### src/fkl_pkg.sv
// package for the flash key lock and timing block
// assumes an 8-bit special function register bus on the core clock
package fkl_pkg;
   // register addresses
   localparam logic [7:0] TIMING_ADDR    = 8'hB6;
   localparam logic [7:0] KEY_ADDR       = 8'hB7;
   // key values
   localparam logic [7:0] KEY_FIRST      = 8'hA5;
   localparam logic [7:0] KEY_SECOND     = 8'hF1;
   // timing register fields and reset
   localparam int         READ_TIME_BIT  = 4;
   localparam int         EW_TIME_BIT    = 1;
   localparam logic [7:0] TIMING_RESET   = 8'h00;
   localparam logic [7:0] TIMING_WR_MASK = 8'h12;
   // lock state codes
   localparam logic [1:0] LOCK_LOCKED    = 2'h0;
   localparam logic [1:0] LOCK_FIRST     = 2'h1;
   localparam logic [1:0] LOCK_OPEN      = 2'h2;
   localparam logic [1:0] LOCK_DEAD      = 2'h3;
   // read strobe lengths in core clock cycles
   localparam logic [1:0] STROBE_SHORT   = 2'h1;
   localparam logic [1:0] STROBE_LONG    = 2'h2;
endpackage

### src/fkl_strobe_if.sv
// carrier between the lock block and its read strobe shaper
// assumes one clock shared by both ends
interface fkl_strobe_if;
   logic       req;  // read request pulse
   logic [1:0] len;  // strobe length in cycles
   logic       busy; // strobe in progress
   modport ctl (output req, output len, input busy);
   modport shp (input req, input len, output busy);
endinterface

### src/fkl_flash_key_lock.sv
// top of the flash key lock and timing block
// assumes firmware reaches the registers over an 8-bit register port
//
// Operation
// key A5 then F1 grants one operation
// permission withdrawn after one operation completes
// wrong or out-of-order key locks until reset
// unpermitted write or erase locks until reset
// firmware may lock deliberately with non-first key
// key register reads lock state in bits 1:0
// read-time bit low gives one-cycle strobe
// read-time bit high gives two-cycle strobe
// firmware picks smallest allowed read time
// erase/write bit selects short or extended timing
// firmware sets extended timing before operations
// reset returns lock state to locked
// firmware writes zero to reserved timing bits
module fkl_flash_key_lock (
   input  wire logic       clk_sys_i,        // core clock
   input  wire logic       sys_rst_i,        // synchronous reset
   input  wire logic [7:0] reg_addr_i,       // register address
   input  wire logic       reg_wr_i,         // register write strobe
   input  wire logic       reg_rd_i,         // register read strobe
   input  wire logic [7:0] reg_wdata_i,      // register write data
   input  wire logic       flash_op_req_i,   // write or erase attempt pulse
   input  wire logic       flash_op_done_i,  // operation complete pulse
   input  wire logic       flash_rd_req_i,   // flash read request pulse
   output logic      [7:0] reg_rdata_o,      // register read data
   output logic            flash_op_go_o,    // operation accepted pulse
   output logic            flash_op_block_o, // attempt refused pulse
   output logic            ew_permit_o,      // permission held
   output logic            ew_extended_o,    // extended erase/write timing
   output logic            flash_rd_strobe_o // flash read strobe
);
   typedef enum logic [2:0] {LK_LOCKED, LK_FIRST, LK_OPEN, LK_BUSY, LK_DEAD} fkl_lock_e;
   fkl_lock_e  lock;
   logic [7:0] timing;
   logic [1:0] lock_code;
   logic       key_wr;
   logic       tim_wr;
   fkl_strobe_if sif ();

   assign key_wr = reg_wr_i && reg_addr_i == fkl_pkg::KEY_ADDR;
   assign tim_wr = reg_wr_i && reg_addr_i == fkl_pkg::TIMING_ADDR;

   // lock state machine
   always_ff @(posedge clk_sys_i) begin
      if (sys_rst_i) begin
         lock <= LK_LOCKED;
      end else begin
         case (lock)
            LK_LOCKED: begin
               if (flash_op_req_i) lock <= LK_DEAD;
               else if (key_wr && reg_wdata_i == fkl_pkg::KEY_FIRST) lock <= LK_FIRST;
               else if (key_wr) lock <= LK_DEAD;
            end
            LK_FIRST: begin
               if (flash_op_req_i) lock <= LK_DEAD;
               else if (key_wr && reg_wdata_i == fkl_pkg::KEY_SECOND) lock <= LK_OPEN;
               else if (key_wr) lock <= LK_DEAD;
            end
            LK_OPEN: begin
               if (key_wr) lock <= LK_DEAD;
               else if (flash_op_req_i) lock <= LK_BUSY;
            end
            LK_BUSY: begin
               if (key_wr) lock <= LK_DEAD;
               else if (flash_op_req_i) lock <= LK_DEAD;
               else if (flash_op_done_i) lock <= LK_LOCKED;
            end
            LK_DEAD: lock <= LK_DEAD;
            default: lock <= LK_DEAD;
         endcase
      end
   end

   // encoded lock state, busy still reads unlocked
   always_comb begin
      case (lock)
         LK_LOCKED: lock_code = fkl_pkg::LOCK_LOCKED;
         LK_FIRST:  lock_code = fkl_pkg::LOCK_FIRST;
         LK_OPEN:   lock_code = fkl_pkg::LOCK_OPEN;
         LK_BUSY:   lock_code = fkl_pkg::LOCK_OPEN;
         default:   lock_code = fkl_pkg::LOCK_DEAD;
      endcase
   end

   // operation accept and refuse pulses
   always_ff @(posedge clk_sys_i) begin
      if (sys_rst_i) begin
         flash_op_go_o    <= 1'b0;
         flash_op_block_o <= 1'b0;
         ew_permit_o      <= 1'b0;
      end else begin
         flash_op_go_o    <= flash_op_req_i && lock == LK_OPEN && !key_wr;
         flash_op_block_o <= flash_op_req_i && !(lock == LK_OPEN && !key_wr);
         ew_permit_o      <= lock == LK_OPEN;
      end
   end

   // timing register, reserved bits held at zero
   always_ff @(posedge clk_sys_i) begin
      if (sys_rst_i) timing <= fkl_pkg::TIMING_RESET;
      else if (tim_wr) timing <= reg_wdata_i & fkl_pkg::TIMING_WR_MASK;
   end

   // extended timing output
   always_ff @(posedge clk_sys_i) begin
      if (sys_rst_i) ew_extended_o <= 1'b0;
      else ew_extended_o <= timing[fkl_pkg::EW_TIME_BIT];
   end

   // register read data
   always_ff @(posedge clk_sys_i) begin
      if (sys_rst_i) begin
         reg_rdata_o <= 8'h00;
      end else if (reg_rd_i) begin
         if (reg_addr_i == fkl_pkg::KEY_ADDR) reg_rdata_o <= {6'h00, lock_code};
         else if (reg_addr_i == fkl_pkg::TIMING_ADDR) reg_rdata_o <= timing;
         else reg_rdata_o <= 8'h00;
      end
   end

   // strobe length from read-time bit
   assign sif.req = flash_rd_req_i;
   assign sif.len = timing[fkl_pkg::READ_TIME_BIT] ? fkl_pkg::STROBE_LONG
                                                   : fkl_pkg::STROBE_SHORT;

   fkl_read_strobe u_strobe (
      .clk_sys_i (clk_sys_i),
      .sys_rst_i (sys_rst_i),
      .sif       (sif),
      .strobe_o  (flash_rd_strobe_o)
   );

   a_dead_holds: assert property (@(posedge clk_sys_i) disable iff (sys_rst_i)
      lock == LK_DEAD |=> lock == LK_DEAD)
      else $error("permanent lock released");
   a_bad_key_locks: assert property (@(posedge clk_sys_i) disable iff (sys_rst_i)
      key_wr && lock == LK_FIRST && reg_wdata_i != fkl_pkg::KEY_SECOND |=> lock == LK_DEAD)
      else $error("wrong second key not locked");
   a_key_seq_open: assert property (@(posedge clk_sys_i) disable iff (sys_rst_i)
      key_wr && reg_wdata_i == fkl_pkg::KEY_FIRST && lock == LK_LOCKED && !flash_op_req_i
      ##1 key_wr && reg_wdata_i == fkl_pkg::KEY_SECOND && !flash_op_req_i |=> lock == LK_OPEN)
      else $error("key sequence did not unlock");
   a_done_relock: assert property (@(posedge clk_sys_i) disable iff (sys_rst_i)
      lock == LK_BUSY && flash_op_done_i && !key_wr |=> lock == LK_LOCKED ##1 !ew_permit_o)
      else $error("permission not withdrawn");
   a_unpermit_op: assert property (@(posedge clk_sys_i) disable iff (sys_rst_i)
      flash_op_req_i && lock == LK_LOCKED |=> flash_op_block_o && !flash_op_go_o && lock == LK_DEAD)
      else $error("unpermitted operation not blocked");
   a_state_read: assert property (@(posedge clk_sys_i) disable iff (sys_rst_i)
      reg_rd_i && reg_addr_i == fkl_pkg::KEY_ADDR && lock == LK_DEAD |=> reg_rdata_o == 8'h03)
      else $error("lock state read wrong");
   a_strobe_short: assert property (@(posedge clk_sys_i) disable iff (sys_rst_i)
      flash_rd_req_i && !flash_rd_strobe_o && !timing[fkl_pkg::READ_TIME_BIT]
      ##1 !flash_rd_req_i |=> !flash_rd_strobe_o)
      else $error("short strobe too long");
   a_strobe_long: assert property (@(posedge clk_sys_i) disable iff (sys_rst_i)
      flash_rd_req_i && !flash_rd_strobe_o && timing[fkl_pkg::READ_TIME_BIT]
      |=> flash_rd_strobe_o [*2])
      else $error("long strobe not two cycles");
   a_ew_timing: assert property (@(posedge clk_sys_i) disable iff (sys_rst_i)
      tim_wr |=> ##1 ew_extended_o == $past(reg_wdata_i[1], 2))
      else $error("erase/write timing not applied");

   // accepted attempt starts the one permitted operation
   a_op_go_open: assert property (@(posedge clk_sys_i) disable iff (sys_rst_i)
      flash_op_req_i && lock == LK_OPEN && !key_wr |=> flash_op_go_o && lock == LK_BUSY)
      else $error("permitted operation not accepted");
   // accept pulse only out of the unlocked state
   a_go_only_open: assert property (@(posedge clk_sys_i) disable iff (sys_rst_i)
      flash_op_go_o |-> $past(lock == LK_OPEN))
      else $error("operation accepted while not unlocked");
   // second attempt during an operation is refused
   a_busy_req_dead: assert property (@(posedge clk_sys_i) disable iff (sys_rst_i)
      flash_op_req_i && lock == LK_BUSY |=> flash_op_block_o && lock == LK_DEAD)
      else $error("attempt during operation not refused");
   // refuse pulse only follows an attempt
   a_block_has_req: assert property (@(posedge clk_sys_i) disable iff (sys_rst_i)
      flash_op_block_o |-> $past(flash_op_req_i))
      else $error("refuse pulse without attempt");
   // accept and refuse never together
   a_go_block_excl: assert property (@(posedge clk_sys_i) disable iff (sys_rst_i)
      !(flash_op_go_o && flash_op_block_o))
      else $error("accept and refuse at once");
   // wrong first key locks for good
   a_wrong_first: assert property (@(posedge clk_sys_i) disable iff (sys_rst_i)
      key_wr && lock == LK_LOCKED && reg_wdata_i != fkl_pkg::KEY_FIRST |=> lock == LK_DEAD)
      else $error("wrong first key not locked");
   // any key write after unlocking locks for good
   a_open_key_dead: assert property (@(posedge clk_sys_i) disable iff (sys_rst_i)
      key_wr && (lock == LK_OPEN || lock == LK_BUSY) |=> lock == LK_DEAD)
      else $error("key write while unlocked not locked");
   // locked state reads 00
   a_locked_read: assert property (@(posedge clk_sys_i) disable iff (sys_rst_i)
      reg_rd_i && reg_addr_i == fkl_pkg::KEY_ADDR && lock == LK_LOCKED |=> reg_rdata_o == 8'h00)
      else $error("locked state read wrong");
   // first key state reads 01
   a_first_read: assert property (@(posedge clk_sys_i) disable iff (sys_rst_i)
      reg_rd_i && reg_addr_i == fkl_pkg::KEY_ADDR && lock == LK_FIRST |=> reg_rdata_o == 8'h01)
      else $error("first key state read wrong");
   // unlocked and busy states read 10
   a_open_read: assert property (@(posedge clk_sys_i) disable iff (sys_rst_i)
      reg_rd_i && reg_addr_i == fkl_pkg::KEY_ADDR && (lock == LK_OPEN || lock == LK_BUSY)
      |=> reg_rdata_o == 8'h02)
      else $error("unlocked state read wrong");
   // permission level tracks the unlocked state
   a_permit_level: assert property (@(posedge clk_sys_i) disable iff (sys_rst_i)
      1'b1 |=> ew_permit_o == $past(lock == LK_OPEN))
      else $error("permission level wrong");
   // reset returns to locked with no permission
   a_reset_locked: assert property (@(posedge clk_sys_i)
      sys_rst_i |=> lock == LK_LOCKED && !ew_permit_o)
      else $error("reset did not lock");
   // extended timing output follows the stored bit
   a_ext_follows: assert property (@(posedge clk_sys_i) disable iff (sys_rst_i)
      1'b1 |=> ew_extended_o == $past(timing[fkl_pkg::EW_TIME_BIT]))
      else $error("extended timing output stale");
   // a strobe only starts after a read request
   a_strobe_has_req: assert property (@(posedge clk_sys_i) disable iff (sys_rst_i)
      $rose(flash_rd_strobe_o) |-> $past(flash_rd_req_i))
      else $error("strobe without request");
endmodule

### src/fkl_read_strobe.sv
// flash read strobe shaper, one or two cycles long
// assumes synchronous active-high reset on the core clock
module fkl_read_strobe (
   input  wire logic clk_sys_i,   // core clock
   input  wire logic sys_rst_i,   // synchronous reset
   fkl_strobe_if.shp sif,         // request side
   output logic      strobe_o     // flash read strobe
);
   logic [1:0] left;

   // count strobe cycles
   always_ff @(posedge clk_sys_i) begin
      if (sys_rst_i) begin
         left     <= 2'h0;
         strobe_o <= 1'b0;
      end else if (sif.req && left <= 2'h1) begin
         left     <= sif.len;
         strobe_o <= 1'b1;
      end else if (left > 2'h1) begin
         left     <= left - 2'h1;
         strobe_o <= 1'b1;
      end else begin
         left     <= 2'h0;
         strobe_o <= 1'b0;
      end
   end
   assign sif.busy = strobe_o;
endmodule

### config.mk
export PLATFORM = sky130hd
export DESIGN_NAME = fkl_flash_key_lock
export DESIGN_NICKNAME = d
export VERILOG_FILES = /design/src/fkl_pkg.sv /design/src/fkl_strobe_if.sv /design/src/fkl_flash_key_lock.sv /design/src/fkl_read_strobe.sv
export SDC_FILE = /design/constraint.sdc
export NUM_CORES = 1
export LEC_CHECK = 0
export BUFFER_PORTS_ARGS = -buffer_cell sky130_fd_sc_hd__buf_2
export CAP_MARGIN = 20
export CORE_MARGIN = 5
export CORE_UTILIZATION = 39
export CTS_CLUSTER_SIZE = 12
export DETAILED_ROUTE_END_ITERATION = 10
export PLACE_DENSITY = 0.72
export SLEW_MARGIN = 20
export SYNTH_ARGS = -nofsm -noshare
export SYNTH_HDL_FRONTEND = slang
export SYNTH_HIERARCHICAL = 1
export SYNTH_SLANG_ARGS = --single-unit
### constraint.sdc
create_clock -name clk_sys_i -period 1.2 [get_ports clk_sys_i]
set_clock_uncertainty 0.1 [all_clocks]
set_input_delay 0.06 -clock clk_sys_i [delete_from_list [all_inputs] [get_ports clk_sys_i]]
set_output_delay 0.06 -clock clk_sys_i [all_outputs]
set_load 0.005 [all_outputs]
### Word level (Yosys, flattened, before mapping)

Index checks and enable logic that the tools add are counted.

| operators by class | value |
|---|---|
| add/sub/neg operators | 1 |
| eq/ne operators | 9 |
| bitwise logic cells | 0 |
| order comparisons | 2 |
| multiplexer cells | 19 |
| multipliers | 0 |
| reduce and logical (&&, ||, !) cells | 14 |
| shift-type cells | 0 |
| divide/modulo/power cells | 0 |

Operator list:

| cell | number |
|---|---|
| $eq A8 B8 Y1 const B | 4 |
| $mux W3 | 10 |
| $pmux W3 S4 | 1 |
| $mux W5 | 2 |
| $logic_and A1 B1 Y1 | 9 |
| $eq A3 B2 Y1 const B | 2 |
| $mux W2 | 3 |
| $pmux W2 S3 | 1 |
| $ne A4 B4 Y1 const B | 1 |
| $eq A3 B1 Y1 const B | 1 |
| $logic_not A3 Y1 | 1 |
| $ne A3 B3 Y1 const B | 1 |
| $gt A2 B1 Y1 const B | 1 |
| $le A2 B1 Y1 const B | 1 |
| $logic_not A1 Y1 | 2 |
| $mux W1 | 2 |
| $reduce_and A2 Y1 | 1 |
| $reduce_or A2 Y1 | 1 |
| $sub A2 B1 Y2 const B | 1 |

| word-level totals | value |
|---|---|
| latch bits | 0 |
| memories kept | 0 |
| register bits | 20 |
| bits in read-only memories | 0 |
| output and inout bits | 13 |
| bits in writable memories | 0 |

### Longest topological paths before layout

| depth | value |
|---|---|
| depth after elaboration | 6 |
| depth in mapped cells | 4 |
| gate-level depth less buffers | 4 |

### Cells and area by module

The synthesis kept the hierarchy.

By module, submodules not included:

| module | seq. area each (sq um) | cells each | instances | area each (sq um) |
|---|---|---|---|---|
| fkl_flash_key_lock | 240.2 | 72 | 1 | 630.6 |
| fkl_read_strobe | 60.1 | 12 | 1 | 110.1 |

### Least setup slack after synthesis

No wires, ideal clock.

| timing | value |
|---|---|
| path type | register to register |
| start | reg lock[0] |
| end | reg lock[0] |
| cell stages (with the launch flop) | 5 |
| slack | -103 ps |
| arrival | 1131 ps |
| library setup time | 72 ps |
| path buffers | 0 |
| cell sequence | dfxtp_1 > or4b_1 > nor2_1 > nand2_1 > mux2i_1 |

| on the way | value |
|---|---|
| longest elaborated chain between the ends | 4 |
| elaborated cells between the ends (all ways) | 13 |
| those cells by class | 5 x eq/ne; 6 x mux; 2 x reduce/logical |

Ends and longest elaborated chain:

| element | line | text |
|---|---|---|
| from (decl) | fkl_flash_key_lock.sv:36 | `fkl_lock_e lock;` |
| from (signal assigned) | fkl_flash_key_lock.sv:49 | `lock <= LK_LOCKED;` |
| from (signal assigned) | fkl_flash_key_lock.sv:53 | `if (flash_op_req_i) lock <= LK_DEAD;` |
| from (signal assigned) | fkl_flash_key_lock.sv:54 | `else if (key_wr && reg_wdata_i == fkl_pkg::KEY_FIRST) lock <= LK_FIRST;` |
| $mux W3 | - |  |
| $mux W3 (on tied branches) (2 in a row) | - |  |
| $pmux W3 S4 | fkl_flash_key_lock.sv:51 | `case (lock)` |

Several ways; a longest one is shown, not always the timed one.
A chain may end at the register's enable or synchronous reset.

### Worst setup path after layout

Same ends and word-level chain as after synthesis.

==> flow_metrics.env <==
export IMPL_ant_nets=0
export IMPL_die_area_um2=2871
export IMPL_layout_drive_gt1_share_pct=43.41
export IMPL_path_max_fanout=5
export IMPL_seq_area_um2=305.3
export IMPL_fmax_mhz=775.8
export IMPL_crit_type="flop to flop"
export IMPL_wl_per_cell_um=11.71
export IMPL_pwr_share_seq_pct=54.6
export IMPL_ir_drop_mv=0.4780
export IMPL_path_cells="or4b_4 > nor2_2 > nand2_1 > mux2i_1"
export IMPL_synth_top_flop_cell="dfxtp_1"
export IMPL_ios=36
export IMPL_crit_required_ns=1.31
export IMPL_core_area_um2=1764
export IMPL_yosys_area_share_simple_pct=35.14
export IMPL_use_met3_pct=2.770
export IMPL_rsz0062_at_grt="yes"
export IMPL_slew_violations=0
export IMPL_synth_top_family_by_area="simple AND/OR/NAND/NOR gates"
export IMPL_track_usage_pct=14.14
export IMPL_final_cells=154
export IMPL_antennaDiodeCount=0
export IMPL_placed_area_um2=963.4
export IMPL_clock_sinks=15
export IMPL_clock_latency_ns=0.28
export IMPL_area_growth_pct=43.75
export IMPL_status="complete, but fails checks"
export IMPL_synthCells=84
export IMPL_cp_slowest_cell="or4b_4"
export IMPL_hold_violations=0
export IMPL_hpwl_um=1388
export IMPL_setup_violations=2
export IMPL_post_place_ws_ns=-0.1020
export IMPL_first_pass_iters=4
export IMPL_fp_dieW_um=53.58
export IMPL_nNetsFinal=153
export IMPL_p_total_w=0.0009264
export IMPL_p_int_w=0.0007004
export IMPL_via_per_inst=4.792
export IMPL_grt_pass1_vias=698
export IMPL_clock_path_buffers=2
export IMPL_fin_hold_ws_ns=0.01138
export IMPL_cts_tree="done"
export IMPL_fin_ws_ns=-0.08898
export IMPL_end_kind="flop"
export IMPL_p_sw_share_pct=24.39
export IMPL_synth_adder_area_share_pct=0
export IMPL_stdcell_area_um2=1065
export IMPL_wl_um=1803
export IMPL_ys_seq_elements=15
export IMPL_syn_avg_cell_area_um2=8.818
export IMPL_grt_use_met2_pct=22.45
export IMPL_synth_xor_area_share_pct=0
export IMPL_initial_core_util_pct=41.99
export IMPL_critPathLaunchType="flop"
export IMPL_p_sw_w=0.0002260
export IMPL_synth_compound_area_share_pct=11.49
export IMPL_grt_use_met1_pct=16.92
export IMPL_leakage_nw=0.4950
export IMPL_htree_levels=1
export IMPL_multiInputGateArea_um2=421.7
export IMPL_yosysTopAreaCellShare_pct=40.54
export IMPL_clkTransAtPathRegs_ns=0.09
export IMPL_grt_pass1_wl_um=2898
export IMPL_yosys_top_cells_area="dfxtp_1 (41%), buf_4 (6.1%), nand2b_1 (5.1%)"
export IMPL_grt_max_degree=17
export IMPL_cts_buffers_inserted=3
export IMPL_antenna_found_initial=0
export IMPL_fin_crit_sh_pct=107.4
export IMPL_rows=15
export IMPL_remaining_drc_errors=0
export IMPL_cts_root_buf="clkbuf_4"
export IMPL_synth_top_area_cell="dfxtp_1"
export IMPL_power_density_nw_per_um2=870.1
export IMPL_comb_power_share_pct=14.3
export IMPL_fp_dieH_um=53.58
export IMPL_detail_route_iter0_violations=9
export IMPL_clkPwrFrac_pct=31.0
export IMPL_fillers=176
export IMPL_dp_cells=145
export IMPL_yosysUniqueCellTypes=29
export IMPL_layout_min_cycle_time_ns=1.289
export IMPL_slowest_delay_ns=0.49
export IMPL_place_gp_congestion=0.7518
export IMPL_yosysWarnings=6
export IMPL_hold_class="primary input to flop"
export IMPL_yosysSeqAreaShare_pct=40.54
export IMPL_arrival_ns=1.40
export IMPL_ys_async_sr_fraction_pct=0
export IMPL_dr_total_vias=738
export IMPL_syn_area_um2=740.7
export IMPL_cap_violations=0
export IMPL_busiest_layer="met2"
export IMPL_io_buffers=30
export IMPL_synth_area_mux_share_pct=4.223
export IMPL_grt_overflow_total=0
export IMPL_violations="negative setup slack"
export IMPL_synth_edff_count=0
[cell usage after synthesis, drive strengths merged (3+ instances only)]
master / n
nand3b: 3
nor2: 10
dfxtp: 15
nand2: 5
nand4b: 3
nor2b: 5
inv: 3
buf: 7
nand2b: 6
a21oi: 7
[routing by layer]
metal / vias up / routed length, um
met1: 331 / 750
met2: 25 / 892
li1: 378 / -
met4: 0 / 43
met5: - / 0
met3: 4 / 117
[cells by family after synthesis]
logic type             count (synthesis)
AND/OR/NAND/NOR                       42
flip-flops                            15
other                                  1
multiplexers                           3
AO/OA/AOI/OAI                         13
buffers and inverters                 10
[worst max-delay path, delay by kind of cell, from the launching register on]
kind,cells,cell delay [ns]
mux,1,0.11
simple gates,3,0.64
flops,1,0.37
[sequential cells by signal (all words and copies together) (netlist names)]
signal,flops
lock,3
reg_rdata_o,3
timing,2
u_strobe/left,2
ew_extended_o,1
ew_permit_o,1
flash_op_block_o,1
flash_op_go_o,1
u_strobe/sif.busy,1
[cell usage in the layout (no fill, tap or decap), drive strengths merged, types with 3 or more instances in the layout]
cell / count
a21oi: 7
buf: 39
clkbuf: 3
conb: 5
dfxtp: 15
dlygate4sd3: 5
inv: 3
nand2: 5
nand2b: 6
nand3b: 3
nand4b: 3
nor2: 10
nor2b: 5
[worst paths after layout]
kind                    start  cells after the start  slack, ns                to
max                   lock[0]                      4      -0.09           lock[0]
min             reg_addr_i[0]                      3       0.01           lock[0]
max reg2reg           lock[0]                      4      -0.09           lock[0]
min reg2reg  u_strobe/left[0]                      2       0.37  u_strobe/left[1]
[final cells by class]
cell class	count	share of cell area, %
Tap cell	25	2.938
Sequential cell	15	28.67
Timing Repair Buffer	44	25.15
Inverter	3	1.058
Clock buffer	3	2.115
Clock inverter	1	0.4700
Multi-Input combinational cell	63	39.60
[timing repair]
action / 4_1_cts / 5_1_grt
setup buffers: 0 / 0
endpoints found under the hold margin: 8 / 1
setup endpoints to repair: 2 / 4
hold buffers: 4 / 1
resized for setup: 2 / 6
[power by group through the flow]
stage / Combinational, W / Sequential, W / Clock [W]
floorplan: 0.0000528 / 0.000521 / 0
CTS: 0.000124 / 0.000508 / 0.000298
detailed placement: 0.000114 / 0.000520 / 0
global route: 0.000147 / 0.000507 / 0.000319
global placement: 0.000111 / 0.000519 / 0
finish: 0.000133 / 0.000506 / 0.000288
[metrics by stage]
step | TNS [ns] | util (%)
floorplan | -0.03258 | -
global placement | -0.2715 | 54.61
detailed placement | -0.4380 | 54.61
CTS | -0.1000 | 58.65
global route | -0.2373 | 60.35
finish | -0.1215 | 60.35
Note: power is estimated with default switching activity, not from simulation.
